## src/verilog/hrs_pkg.sv

```systemverilog
// Package of constants and carriers for the hub reset sequencer
package hrs_pkg;
  // ==========================================================
  // Register map (byte offsets in the root port config space)
  localparam logic [7:0] HRS_OFF_BRIDGE_CTL  = 8'h3e;
  localparam logic [7:0] HRS_OFF_LINK_STATUS = 8'h47;
  localparam int         HRS_BIT_SEC_RESET   = 6;
  localparam int         HRS_BIT_LINK_ACTIVE = 1;
  localparam logic [15:0] HRS_BRIDGE_CTL_RST = 16'h0000;
  // Trigger register of our own for config-initiated resets
  localparam logic [7:0] HRS_OFF_RESET_TRIG  = 8'h40;
  localparam int         HRS_BIT_TRIG_HARD   = 0;
  localparam int         HRS_BIT_TRIG_CPU    = 1;
  // Sticky error status register of our own
  localparam logic [7:0] HRS_OFF_ERR_STATUS  = 8'h44;
  localparam logic [7:0] HRS_ERR_STATUS_RST  = 8'h00;
  localparam logic [7:0] HRS_PORT_ENABLE_RST = 8'h00;
  localparam logic [7:0] HRS_OFF_PORT_ENABLE = 8'h48;
  // ==========================================================
  // Timing
  localparam int HRS_CLK_HZ         = 50_000_000;
  localparam int HRS_CPU_DELAY_US   = 1000;
  localparam int HRS_CPU_DELAY_CYC  = HRS_CPU_DELAY_US * (HRS_CLK_HZ / 1_000_000);
  localparam int HRS_CORE_MIN_HCLK  = 4;
  localparam int HRS_CORE_MAX_HCLK  = 6;
  localparam int HRS_CORE_DELAY_CYC = 5;
  localparam int HRS_SYNC_STAGES    = 3;
  localparam int HRS_CPU_PULSE_CYC  = 16;
  // ==========================================================
  // Carriers
  typedef struct packed {
    logic       write;
    logic       read;
    logic [7:0] addr;
    logic [15:0] wdata;
  } hrs_cfg_req_type;

  typedef enum logic [2:0] {
    HRS_ST_POWER_ON = 3'b000,
    HRS_ST_HARD     = 3'b001,
    HRS_ST_CORE_WT  = 3'b010,
    HRS_ST_CPU_WT   = 3'b011,
    HRS_ST_HANDSHK  = 3'b100,
    HRS_ST_RUN      = 3'b101,
    HRS_ST_CPU_ONLY = 3'b110
  } hrs_state_type;
endpackage

```

## src/verilog/hrs_sync.sv

```systemverilog
// Multi-stage level synchroniser
`timescale 1ns/1ps
module hrs_sync
  import hrs_pkg::*;
(
  // Clock and reset
  input  wire logic sys_clk,
  input  wire logic sys_rst,
  // Level in and out
  input  wire logic async_in,
  output logic      sync_out
);
  // ==========================================================
  // Shift chain; only the last stage is read outside
  logic [HRS_SYNC_STAGES-1:0] chain;

  // Sample the asynchronous level
  always_ff @(posedge sys_clk)
  begin
    if (sys_rst)
      chain <= '0;
    else
      chain <= {chain[HRS_SYNC_STAGES-2:0], async_in};
  end

  assign sync_out = chain[HRS_SYNC_STAGES-1];
endmodule // hrs_sync

```

## src/verilog/hrs_sequencer.sv

```systemverilog
// Reset sequencer of the memory-and-I/O hub
`timescale 1ns/1ps
module hrs_sequencer
  import hrs_pkg::*;
#(
  parameter int CPU_DELAY_CYC = HRS_CPU_DELAY_CYC
)
(
  // Clock and reset
  input  wire logic            sys_clk,
  input  wire logic            sys_rst,
  // Platform reset pins
  input  wire logic            power_good_in,
  input  wire logic            hard_reset_in_n,
  input  wire logic            bus_init_n,
  // Configuration access
  input  wire hrs_pkg::hrs_cfg_req_type cfg_req,
  output logic [15:0]          cfg_rdata,
  output logic                 cfg_rvalid,
  // Hub handshake
  input  wire logic            hub_handshake_ack,
  output logic                 hub_handshake_req,
  // Processor and internal resets
  output logic                 processor_reset_out_n,
  output logic                 core_reset,
  output logic                 bus_state_clear,
  output logic                 refresh_enable,
  // Root port link control
  input  wire logic            link_up,
  output logic                 link_train_enable,
  output logic                 link_hot_reset
);
  // ==========================================================
  // Declarations
  logic          pg_sync;
  logic          hr_sync;
  logic          bi_sync;
  logic          hr_prev;
  hrs_state_type state;
  logic [19:0]   timer;
  logic [15:0]   bridge_ctl;
  logic [7:0]    err_status;
  logic [7:0]    port_enable;
  logic [7:0]    in_order_queue;
  logic          trig_cpu;
  logic          hard_active;
  logic          link_active;
  logic          soft_hard;

  // ==========================================================
  // Input synchronisers
  hrs_sync u_pg_sync (
    .sys_clk  (sys_clk),
    .sys_rst  (sys_rst),
    .async_in (power_good_in),
    .sync_out (pg_sync)
  );
  hrs_sync u_hr_sync (
    .sys_clk  (sys_clk),
    .sys_rst  (sys_rst),
    .async_in (hard_reset_in_n),
    .sync_out (hr_sync)
  );
  hrs_sync u_bi_sync (
    .sys_clk  (sys_clk),
    .sys_rst  (sys_rst),
    .async_in (bus_init_n),
    .sync_out (bi_sync)
  );

  // Hard reset condition: pin low with power good, or config trigger
  assign soft_hard   = cfg_req.write && cfg_req.addr == HRS_OFF_RESET_TRIG
                       && cfg_req.wdata[HRS_BIT_TRIG_HARD];
  assign hard_active = pg_sync && !hr_sync;

  // ==========================================================
  // Sequencing state machine
  always_ff @(posedge sys_clk)
  begin
    if (sys_rst || !pg_sync)
    begin
      state <= HRS_ST_POWER_ON;
      timer <= '0;
    end
    else if (hard_active || soft_hard)
    begin
      state <= HRS_ST_HARD;
      timer <= '0;
    end
    else
    begin
      case (state)
        HRS_ST_POWER_ON, HRS_ST_HARD:
        begin
          state <= HRS_ST_CORE_WT;
          timer <= 20'd1;
        end
        HRS_ST_CORE_WT:
        begin
          timer <= timer + 20'd1;
          if (timer == 20'(HRS_CORE_DELAY_CYC - 1))
            state <= HRS_ST_CPU_WT;
        end
        HRS_ST_CPU_WT:
        begin
          timer <= timer + 20'd1;
          if (timer >= 20'(CPU_DELAY_CYC - 1))
            state <= HRS_ST_HANDSHK;
        end
        HRS_ST_HANDSHK:
        begin
          if (hub_handshake_ack)
            state <= HRS_ST_RUN;
        end
        HRS_ST_RUN:
        begin
          if (trig_cpu)
          begin
            state <= HRS_ST_CPU_ONLY;
            timer <= '0;
          end
        end
        HRS_ST_CPU_ONLY:
        begin
          timer <= timer + 20'd1;
          if (timer == 20'(HRS_CPU_PULSE_CYC - 1))
            state <= HRS_ST_RUN;
        end
        default:
          state <= HRS_ST_POWER_ON;
      endcase
    end
  end

  // ==========================================================
  // Reset outputs, all registered
  always_ff @(posedge sys_clk)
  begin
    if (sys_rst || !pg_sync)
    begin
      processor_reset_out_n <= 1'b0;
      core_reset            <= 1'b1;
      hub_handshake_req     <= 1'b0;
    end
    else
    begin
      processor_reset_out_n <= !hard_active && !soft_hard
                               && state == HRS_ST_RUN && !trig_cpu;
      core_reset            <= hard_active || soft_hard || state == HRS_ST_POWER_ON
                               || state == HRS_ST_HARD
                               || (state == HRS_ST_CORE_WT
                                   && timer != 20'(HRS_CORE_DELAY_CYC - 1));
      hub_handshake_req     <= state == HRS_ST_HANDSHK && !hub_handshake_ack;
    end
  end

  // ==========================================================
  // Bus-init handling: clear queue and trackers, keep refresh
  always_ff @(posedge sys_clk)
  begin
    if (sys_rst || core_reset)
    begin
      bus_state_clear <= 1'b1;
      in_order_queue  <= '0;
      refresh_enable  <= 1'b0;
    end
    else
    begin
      bus_state_clear <= !bi_sync;
      in_order_queue  <= !bi_sync ? '0 : in_order_queue;
      refresh_enable  <= 1'b1;
    end
  end

  // ==========================================================
  // Sticky error status: cleared by sys_rst, power-good loss or a write of ones, not by hard reset
  always_ff @(posedge sys_clk)
  begin
    if (sys_rst || !pg_sync)
      err_status <= HRS_ERR_STATUS_RST;
    else if (cfg_req.write && cfg_req.addr == HRS_OFF_ERR_STATUS)
      err_status <= (err_status & ~cfg_req.wdata[7:0])
                    | {7'h00, link_active && !link_up};  // Set wins over clear
    else if (link_active && !link_up)
      err_status[0] <= 1'b1;  // Link dropped
  end

  // ==========================================================
  // Non-sticky config registers; bus-init leaves them alone
  always_ff @(posedge sys_clk)
  begin
    if (sys_rst || core_reset)
    begin
      bridge_ctl  <= HRS_BRIDGE_CTL_RST;
      port_enable <= HRS_PORT_ENABLE_RST;
      trig_cpu    <= 1'b0;
    end
    else
    begin
      trig_cpu  <= cfg_req.write && cfg_req.addr == HRS_OFF_RESET_TRIG
                   && cfg_req.wdata[HRS_BIT_TRIG_CPU];
      if (cfg_req.write && cfg_req.addr == HRS_OFF_BRIDGE_CTL)
        bridge_ctl <= cfg_req.wdata;
      if (cfg_req.write && cfg_req.addr == HRS_OFF_PORT_ENABLE)
        port_enable <= cfg_req.wdata[7:0];
    end
  end

  // ==========================================================
  // Root port link control
  always_ff @(posedge sys_clk)
  begin
    if (sys_rst || core_reset)
    begin
      link_train_enable <= 1'b0;
      link_hot_reset    <= 1'b0;
      link_active       <= 1'b0;
    end
    else
    begin
      link_train_enable <= pg_sync && port_enable[0]
                           && !bridge_ctl[HRS_BIT_SEC_RESET];
      link_hot_reset    <= bridge_ctl[HRS_BIT_SEC_RESET];
      link_active       <= link_up && !bridge_ctl[HRS_BIT_SEC_RESET]
                           && link_train_enable;
    end
  end

  // ==========================================================
  // Register read port
  always_ff @(posedge sys_clk)
  begin
    if (sys_rst)
    begin
      cfg_rdata  <= '0;
      cfg_rvalid <= 1'b0;
    end
    else
    begin
      cfg_rvalid <= cfg_req.read;
      case (cfg_req.addr)
        HRS_OFF_BRIDGE_CTL:  cfg_rdata <= bridge_ctl;
        HRS_OFF_LINK_STATUS: cfg_rdata <= {14'h0000, link_active, 1'b0};
        HRS_OFF_ERR_STATUS:  cfg_rdata <= {8'h00, err_status};
        HRS_OFF_PORT_ENABLE: cfg_rdata <= {8'h00, port_enable};
        default:             cfg_rdata <= 16'h0000;
      endcase
    end
  end
endmodule // hrs_sequencer

```

## config.mk

```make
export PLATFORM = sky130hd
export DESIGN_NAME = hrs_sequencer
export DESIGN_NICKNAME = d
export VERILOG_FILES = /design/src/verilog/hrs_pkg.sv /design/src/verilog/hrs_sync.sv /design/src/verilog/hrs_sequencer.sv
export SDC_FILE = /design/constraint.sdc
export NUM_CORES = 1
export LEC_CHECK = 0
export ABC_AREA = 1
export BUFFER_PORTS_ARGS = -buffer_cell sky130_fd_sc_hd__buf_4
export CORE_MARGIN = 2
export CORE_UTILIZATION = 56
export DETAILED_ROUTE_END_ITERATION = 10
export HOLD_SLACK_MARGIN = 0.08
export PLACE_DENSITY = 0.78
export SLEW_MARGIN = 20
export SYNTH_ARGS = -nofsm -noshare
export SYNTH_HDL_FRONTEND = slang
export SYNTH_SLANG_ARGS = --single-unit
```

## constraint.sdc

```tcl
create_clock -name sys_clk -period 2.4 [get_ports sys_clk]
set_clock_uncertainty 0.2 [all_clocks]
set_input_delay 0.24 -clock sys_clk [delete_from_list [all_inputs] [get_ports sys_clk]]
set_output_delay 0.24 -clock sys_clk [all_outputs]
set_load 0.01 [all_outputs]
```

# Word-level counts from Yosys, hierarchy flattened
# Index checks and enable logic that the tools add are counted.
dict set report word_totals {
  reg_bits 90
  inputBits 33
  wordCells 104
}
dict set report classes {
  reduce_logical 41
  n_lt_le_gt_ge 1
  bitwise 3
  addsub 1
  n_eq_ne 24
  n_mux 13
}
# op n
set ops {}
lappend ops {{$pmux W16 S4} 1}
lappend ops {{$pmux W20 S3} 1}
lappend ops {{$eq A8 B7 Y1 const B} 4}
lappend ops {{$add A20 B1 Y20 const B} 1}
lappend ops {{$eq A20 B3 Y1 const B} 1}
lappend ops {{$eq A20 B4 Y1 const B} 1}
lappend ops {{$ge A20 B16 Y1 const B} 1}
lappend ops {{$mux W20} 1}
lappend ops {{$ne A20 B3 Y1 const B} 1}
lappend ops {{$pmux W3 S6} 1}
lappend ops {{$logic_and A1 B1 Y1} 17}
lappend ops {{$mux W3} 5}
lappend ops {{$ne A3 B3 Y1 const B} 4}
lappend ops {{$ne A2 B2 Y1 const B} 5}
lappend ops {{$reduce_and A5 Y1} 2}
lappend ops {{$eq A3 B3 Y1 const B} 3}
lappend ops {{$logic_not A1 Y1} 9}
lappend ops {{$and A8 B8 Y8} 1}
lappend ops {{$eq A8 B6 Y1 const B} 1}
lappend ops {{$not A8 Y8} 1}
lappend ops {{$or A8 B1 Y8} 1}
lappend ops {{$eq A3 B2 Y1 const B} 2}
lappend ops {{$logic_or A1 B1 Y1} 6}
lappend ops {{$mux W1} 4}
lappend ops {{8 further kinds} 9}

# Depth between registers and ports, before layout
dict set report logic_depth {
  word_depth 7
  mapped_depth 12
  depth_no_buf 12
}

# By module
# From an unflattened synthesis, not the netlist that was laid out.
dict set report hier_totals {
  cells_unflattened 530
  area_unflattened_um2 3849.9
}
# mod seq_area_each_um2 instances cells_each area_each_um2
set by_module_without_submodules {}
lappend by_module_without_submodules {hrs_sequencer 1621.6 1 503 3602.2}
lappend by_module_without_submodules {hrs_sync 60.1 3 9 82.6}

# Least setup slack after synthesis
# OpenSTA, ideal clock, no wires.
dict set report synth_path {
  kind {register -> register}
  start {reg timer[0]}
  end {reg state[0]}
  period_less_slack_ns 1.703
  required_ns 2.091
  path_slack_ns 0.697
  arrival_time_ns 1.394
  path_stages_with_launch 11
  setup_time_ns 0.109
  path_cell_list {dfxtp_1 > ha_1 > nand3_1 > nor2_1 > nand3_1 > a21oi_1 > nand3_1 > nand2_1 > nand3_1 > nand2_1 > inv_1}
}
dict set report synth_via {
  elab_chain_len 3
  word_cells_on_any_way 7
  classes_between {order compare (1); eq/ne (5); reduce/logical (1)}
}
# element line_no
set synth_lines {}
lappend synth_lines {{from (decl)} hrs_sequencer.sv:40} ;# logic [19:0] timer;
lappend synth_lines {{from (signal assigned)} hrs_sequencer.sv:100} ;# timer <= timer + 20'd1;
lappend synth_lines {{from (signal assigned)} hrs_sequencer.sv:106} ;# timer <= timer + 20'd1;
lappend synth_lines {{from (signal assigned)} hrs_sequencer.sv:125} ;# timer <= timer + 20'd1;
lappend synth_lines {{$ge A20 B16 Y1 (tied with other cells)} hrs_sequencer.sv:107} ;# if (timer >= 20'(CPU_DELAY_CYC - 1))
lappend synth_lines {{$ne A3 B3 Y1 (no source line)} n/a}
lappend synth_lines {{$reduce_and A5 Y1 (no source line) *} n/a}
lappend synth_lines {{to (signal assigned)} hrs_sequencer.sv:108} ;# state <= HRS_ST_HANDSHK;
lappend synth_lines {{to (signal assigned)} hrs_sequencer.sv:113} ;# state <= HRS_ST_RUN;
lappend synth_lines {{to (signal assigned)} hrs_sequencer.sv:119} ;# state <= HRS_ST_CPU_ONLY;
lappend synth_lines {{to (decl)} hrs_sequencer.sv:39} ;# hrs_state_type state;
# Mark *: on every way between the ends. The rest lies on a longest branch, timed or not.
# A chain may end at the register's enable or synchronous reset.

# Worst setup path after layout
dict set report layout_path {
  start {in sys_rst}
  end {reg bridge_ctl[11]}
}
dict set report layout_via {
  elab_chain_len 1
}
# element line_no
set layout_lines {}
lappend layout_lines {{from (decl)} hrs_sequencer.sv:11} ;# input wire logic sys_rst,
lappend layout_lines {{$logic_or A1 B1 Y1} hrs_sequencer.sv:192} ;# if (sys_rst || core_reset)
lappend layout_lines {{to (signal assigned)} hrs_sequencer.sv:203} ;# bridge_ctl <= cfg_req.wdata;
lappend layout_lines {{to (decl)} hrs_sequencer.sv:41} ;# logic [15:0] bridge_ctl;
# No other way between the ends.

==> results.py <==
metrics = {
    "cells_and_area": {
        "fin_nets": 644,
        "drive_above_1_share_pct": 17.3,
        "syn2layout_area_growth_pct": 25.0,
        "insertedDiodeCount": 0,
        "final_area_sq_um": 4860,
        "post-route-util_pct": 71.9,
        "stdcell_count": 693,
    },
    "logic_synthesis": {
        "netlist_instances": 521,
        "synth_nets": 556,
        "ys_seq_area_share_pct": 46.3,
        "synth_warnings": 0,
        "syn_area_sq_um": 3890,
        "ys_types": 40,
        "avgSynthCellArea_sq_um": 7.46,
        "ys_seq_elements": 90,
    },
    "floorplan": {
        "die_x_um": 87.3,
        "die_area_sq_um": 7630,
        "die_y_um": 87.3,
        "rows": 30,
        "coreArea_sq_um": 6760,
        "num_io_pins": 57,
        "initial_core_util_pct": 57.6,
    },
    "routing": {
        "drt_iter0_drc": 168,
        "routedWlPerCell_um": 12.9,
        "ant_nets": 0,
        "drc": 0,
        "dr.pass1.iters": 5,
        "drt_wl_total_um": 8950,
        "viasPerCell": 5.12,
        "vias": 3549,
    },
    "clocking": {
        "cts_resized": 0,
        "cts_tree": "yes",
        "cts_buffers": 9,
        "cts-root-buf": "clkbuf_8",
        "clock-sinks": 90,
        "path_clk_slew_ns": 0.09,
        "clock_path_buffers": 2,
        "htreeDepth": 3,
        "clkLatencyLatePin_ns": 0.36,
    },
    "status": {
        "outcome": "completed",
    },
    "timing": {
        "tightest_slew_ns": 0.572,
        "maxSlewHeadroom_pct": 61.6,
        "rsz0062_at_grt": "no",
        "fin_crit_ns": 2.06,
        "final_max_slew_viol_count": 0,
        "fmax_mhz": 485,
        "setup_viol": 0,
        "finalSetupTns_ns": 0,
        "min_period_over_period_pct": 85.9,
        "hold_viol_final": 0,
    },
    "job": {
        "drv_cap": 0,
    },
    "global_routing": {
        "grt_pass1_wl_um": 15000,
        "grt_pass1_vias": 3400,
        "grt_max_degree": 29,
        "grt.overflow.total": 0,
        "track_usage_pct": 25.0,
        "grt_antenna_before_repair": 0,
    },
    "worst_setup_path": {
        "arrival_ns": 2.12,
        "reg2reg_setup_slack_ns": 0.47,
        "required_ns": 2.45,
        "cp-start-kind": "input pin",
        "cp_max_fo": 23,
        "worstSetupPathType": "input pin to flip-flop",
        "r2r_end": "state[0]",
        "cp-end-kind": "flip-flop",
        "endpoint": "bridge_ctl[11]",
        "crit_path_start": "sys_rst",
        "worst_r2r_path_depth": 10,
        "reg2reg_from": "timer[0]",
    },
    "min_path": {
        "hold_class": "input pin to flip-flop",
        "hp-start": "cfg_req[17]",
    },
    "power": {
        "power_density_nw_per_um2": 554,
        "p_leak_nw": 2.04,
        "peakVddDrop_mv": 0.425,
    },
    "placed_design": {
        "dpl.hpwl_um": 6030,
        "portBuffers": 56,
        "dp.cells": 648,
        "place_area_sq_um": 4360,
        "routabilityCongestion": 0.871,
    },
}
## routing by layer
layer	vias up	wire [um]	global-route usage, %
met5	-	0	0
met4	0	196	10.5
met3	20	515	4.27
met2	124	4180	41.0
met1	1587	4060	32.5
li1	1818	-	-
## where the power goes
group | switching (W) | total [W] | internal [W]
registers | 0.00000328 | 0.00150 | 0.00150
clock network | 0.000549 | 0.00106 | 0.000512
logic | 0.0000543 | 0.000129 | 0.0000743
total | 0.000606 | 0.00269 | 0.00209
## layout make-up
| cell class | count | area, sq um |
|---|---|---|
| clock buffers | 10 | 138 |
| clock inverters | 5 | 62.6 |
| fillers | 528 | 1900 |
| inverters | 95 | 359 |
| multi-input cells | 325 | 1660 |
| flip-flops and latches | 90 | 1800 |
| well taps | 80 | 100 |
| repair buffers | 88 | 736 |
## worst min path at each step
| stage | to | slack, ns | cells after the start |
|---|---|---|---|
| 3_3_place_gp | bus_state_clear | 0.16 | 1 |
| 5_1_grt | bus_state_clear | 0.21 | 1 |
| 3_5_place_dp | bus_state_clear | 0.17 | 1 |
| 4_1_cts | cfg_rdata[1] | 0.16 | 5 |
| 6_report | cfg_rdata[1] | 0.16 | 5 |
| 2_1_floorplan | err_status[1] | 0.14 | 1 |
## cells by family after synthesis
kind of cell / synth area share, %
adders and majority gates: 0.643
buffers and inverters: 10.9
and+or+nand+nor: 29.1
DFF: 46.3
AOI/OAI and AO/OA: 11.5
xor gates and xnor gates: 1.58
## cells in the final DEF, fill, tap and decap left out, drive strengths merged, types with 2 or more instances in the layout
cell type,count
clkbuf,10
xor2,6
nor3,26
nand4,7
nor2,95
or2,4
dlygate4sd3,30
nand3,21
o22ai,4
a21oi,22
nand2,93
a211oi,22
buf,58
o21ai,13
clkinv,2
inv,95
o221ai,3
ha,2
o21bai,2
dfxtp,90
clkinvlp,2
## sequential cells by signal, indices dropped and copies added, names as in the netlist, 8 cells and up
signal,cells
bridge_ctl,16
cfg_rdata,16
err_status,8
port_enable,8
timer,20
## synth_stat cells
cell type   n  area, sq um
dfxtp_1    90         1800
nor2_1     90          338
inv_1      88          330
nand2_1    84          315
a211oi_1   22          165
a21oi_1    21          105
nand3_1    20          100
nor3_1     19         95.1
o21ai_0    12         60.1
nand2_2     7         43.8
nand4_1     7         43.8
xor2_1      6         52.6
nor3_2      5         50.1
clkbuf_1    4         15.0
inv_2       4         15.0
o22ai_1     4         25.0
buf_2       3         15.0
nor2_2      3         18.8
o221ai_1    3         26.3
or2_2       3         18.8
buf_6       2         22.5
clkinv_1    2         7.51
ha_1        2         25.0
nand2_4     2         22.5
nor2_4      2         22.5
nor3_4      2         32.5
a21oi_4     1         16.3
a22oi_1     1         7.51
and2_1      1         6.26
buf_1       1         3.75
buf_4       1         7.51
inv_4       1         6.26
nand3_2     1         10.0
nor4_1      1         6.26
o211ai_1    1         7.51
o21ai_4     1         16.3
o21bai_1    1         7.51
o21bai_2    1         11.3
or2_1       1         6.26
xnor2_1     1         8.76
## critical path, cell delays in order
cell and delay [ns]:
dlygate4sd3_1 0.54, buf_4 0.22, nor2_1 0.18, clkinv_1 0.49, a211oi_1 0.44
## through the flow
step                      total power (W)  hold slack, ns  setup slack (ns)
after floorplan                   0.00157           0.138             0.697
after global placement            0.00162           0.165             0.550
after detailed placement          0.00163           0.170             0.496
after CTS                         0.00269           0.165             0.348
after global routing              0.00276           0.210             0.177
final                             0.00269           0.162             0.338
## timing repair
action / 4_1_cts / 5_1_grt
setup buffers: 0 / 0
hold buffers: 30 / 0
endpoints found under the hold margin: 54 / 0
No activity file was read; power rests on OpenSTA's default activity.
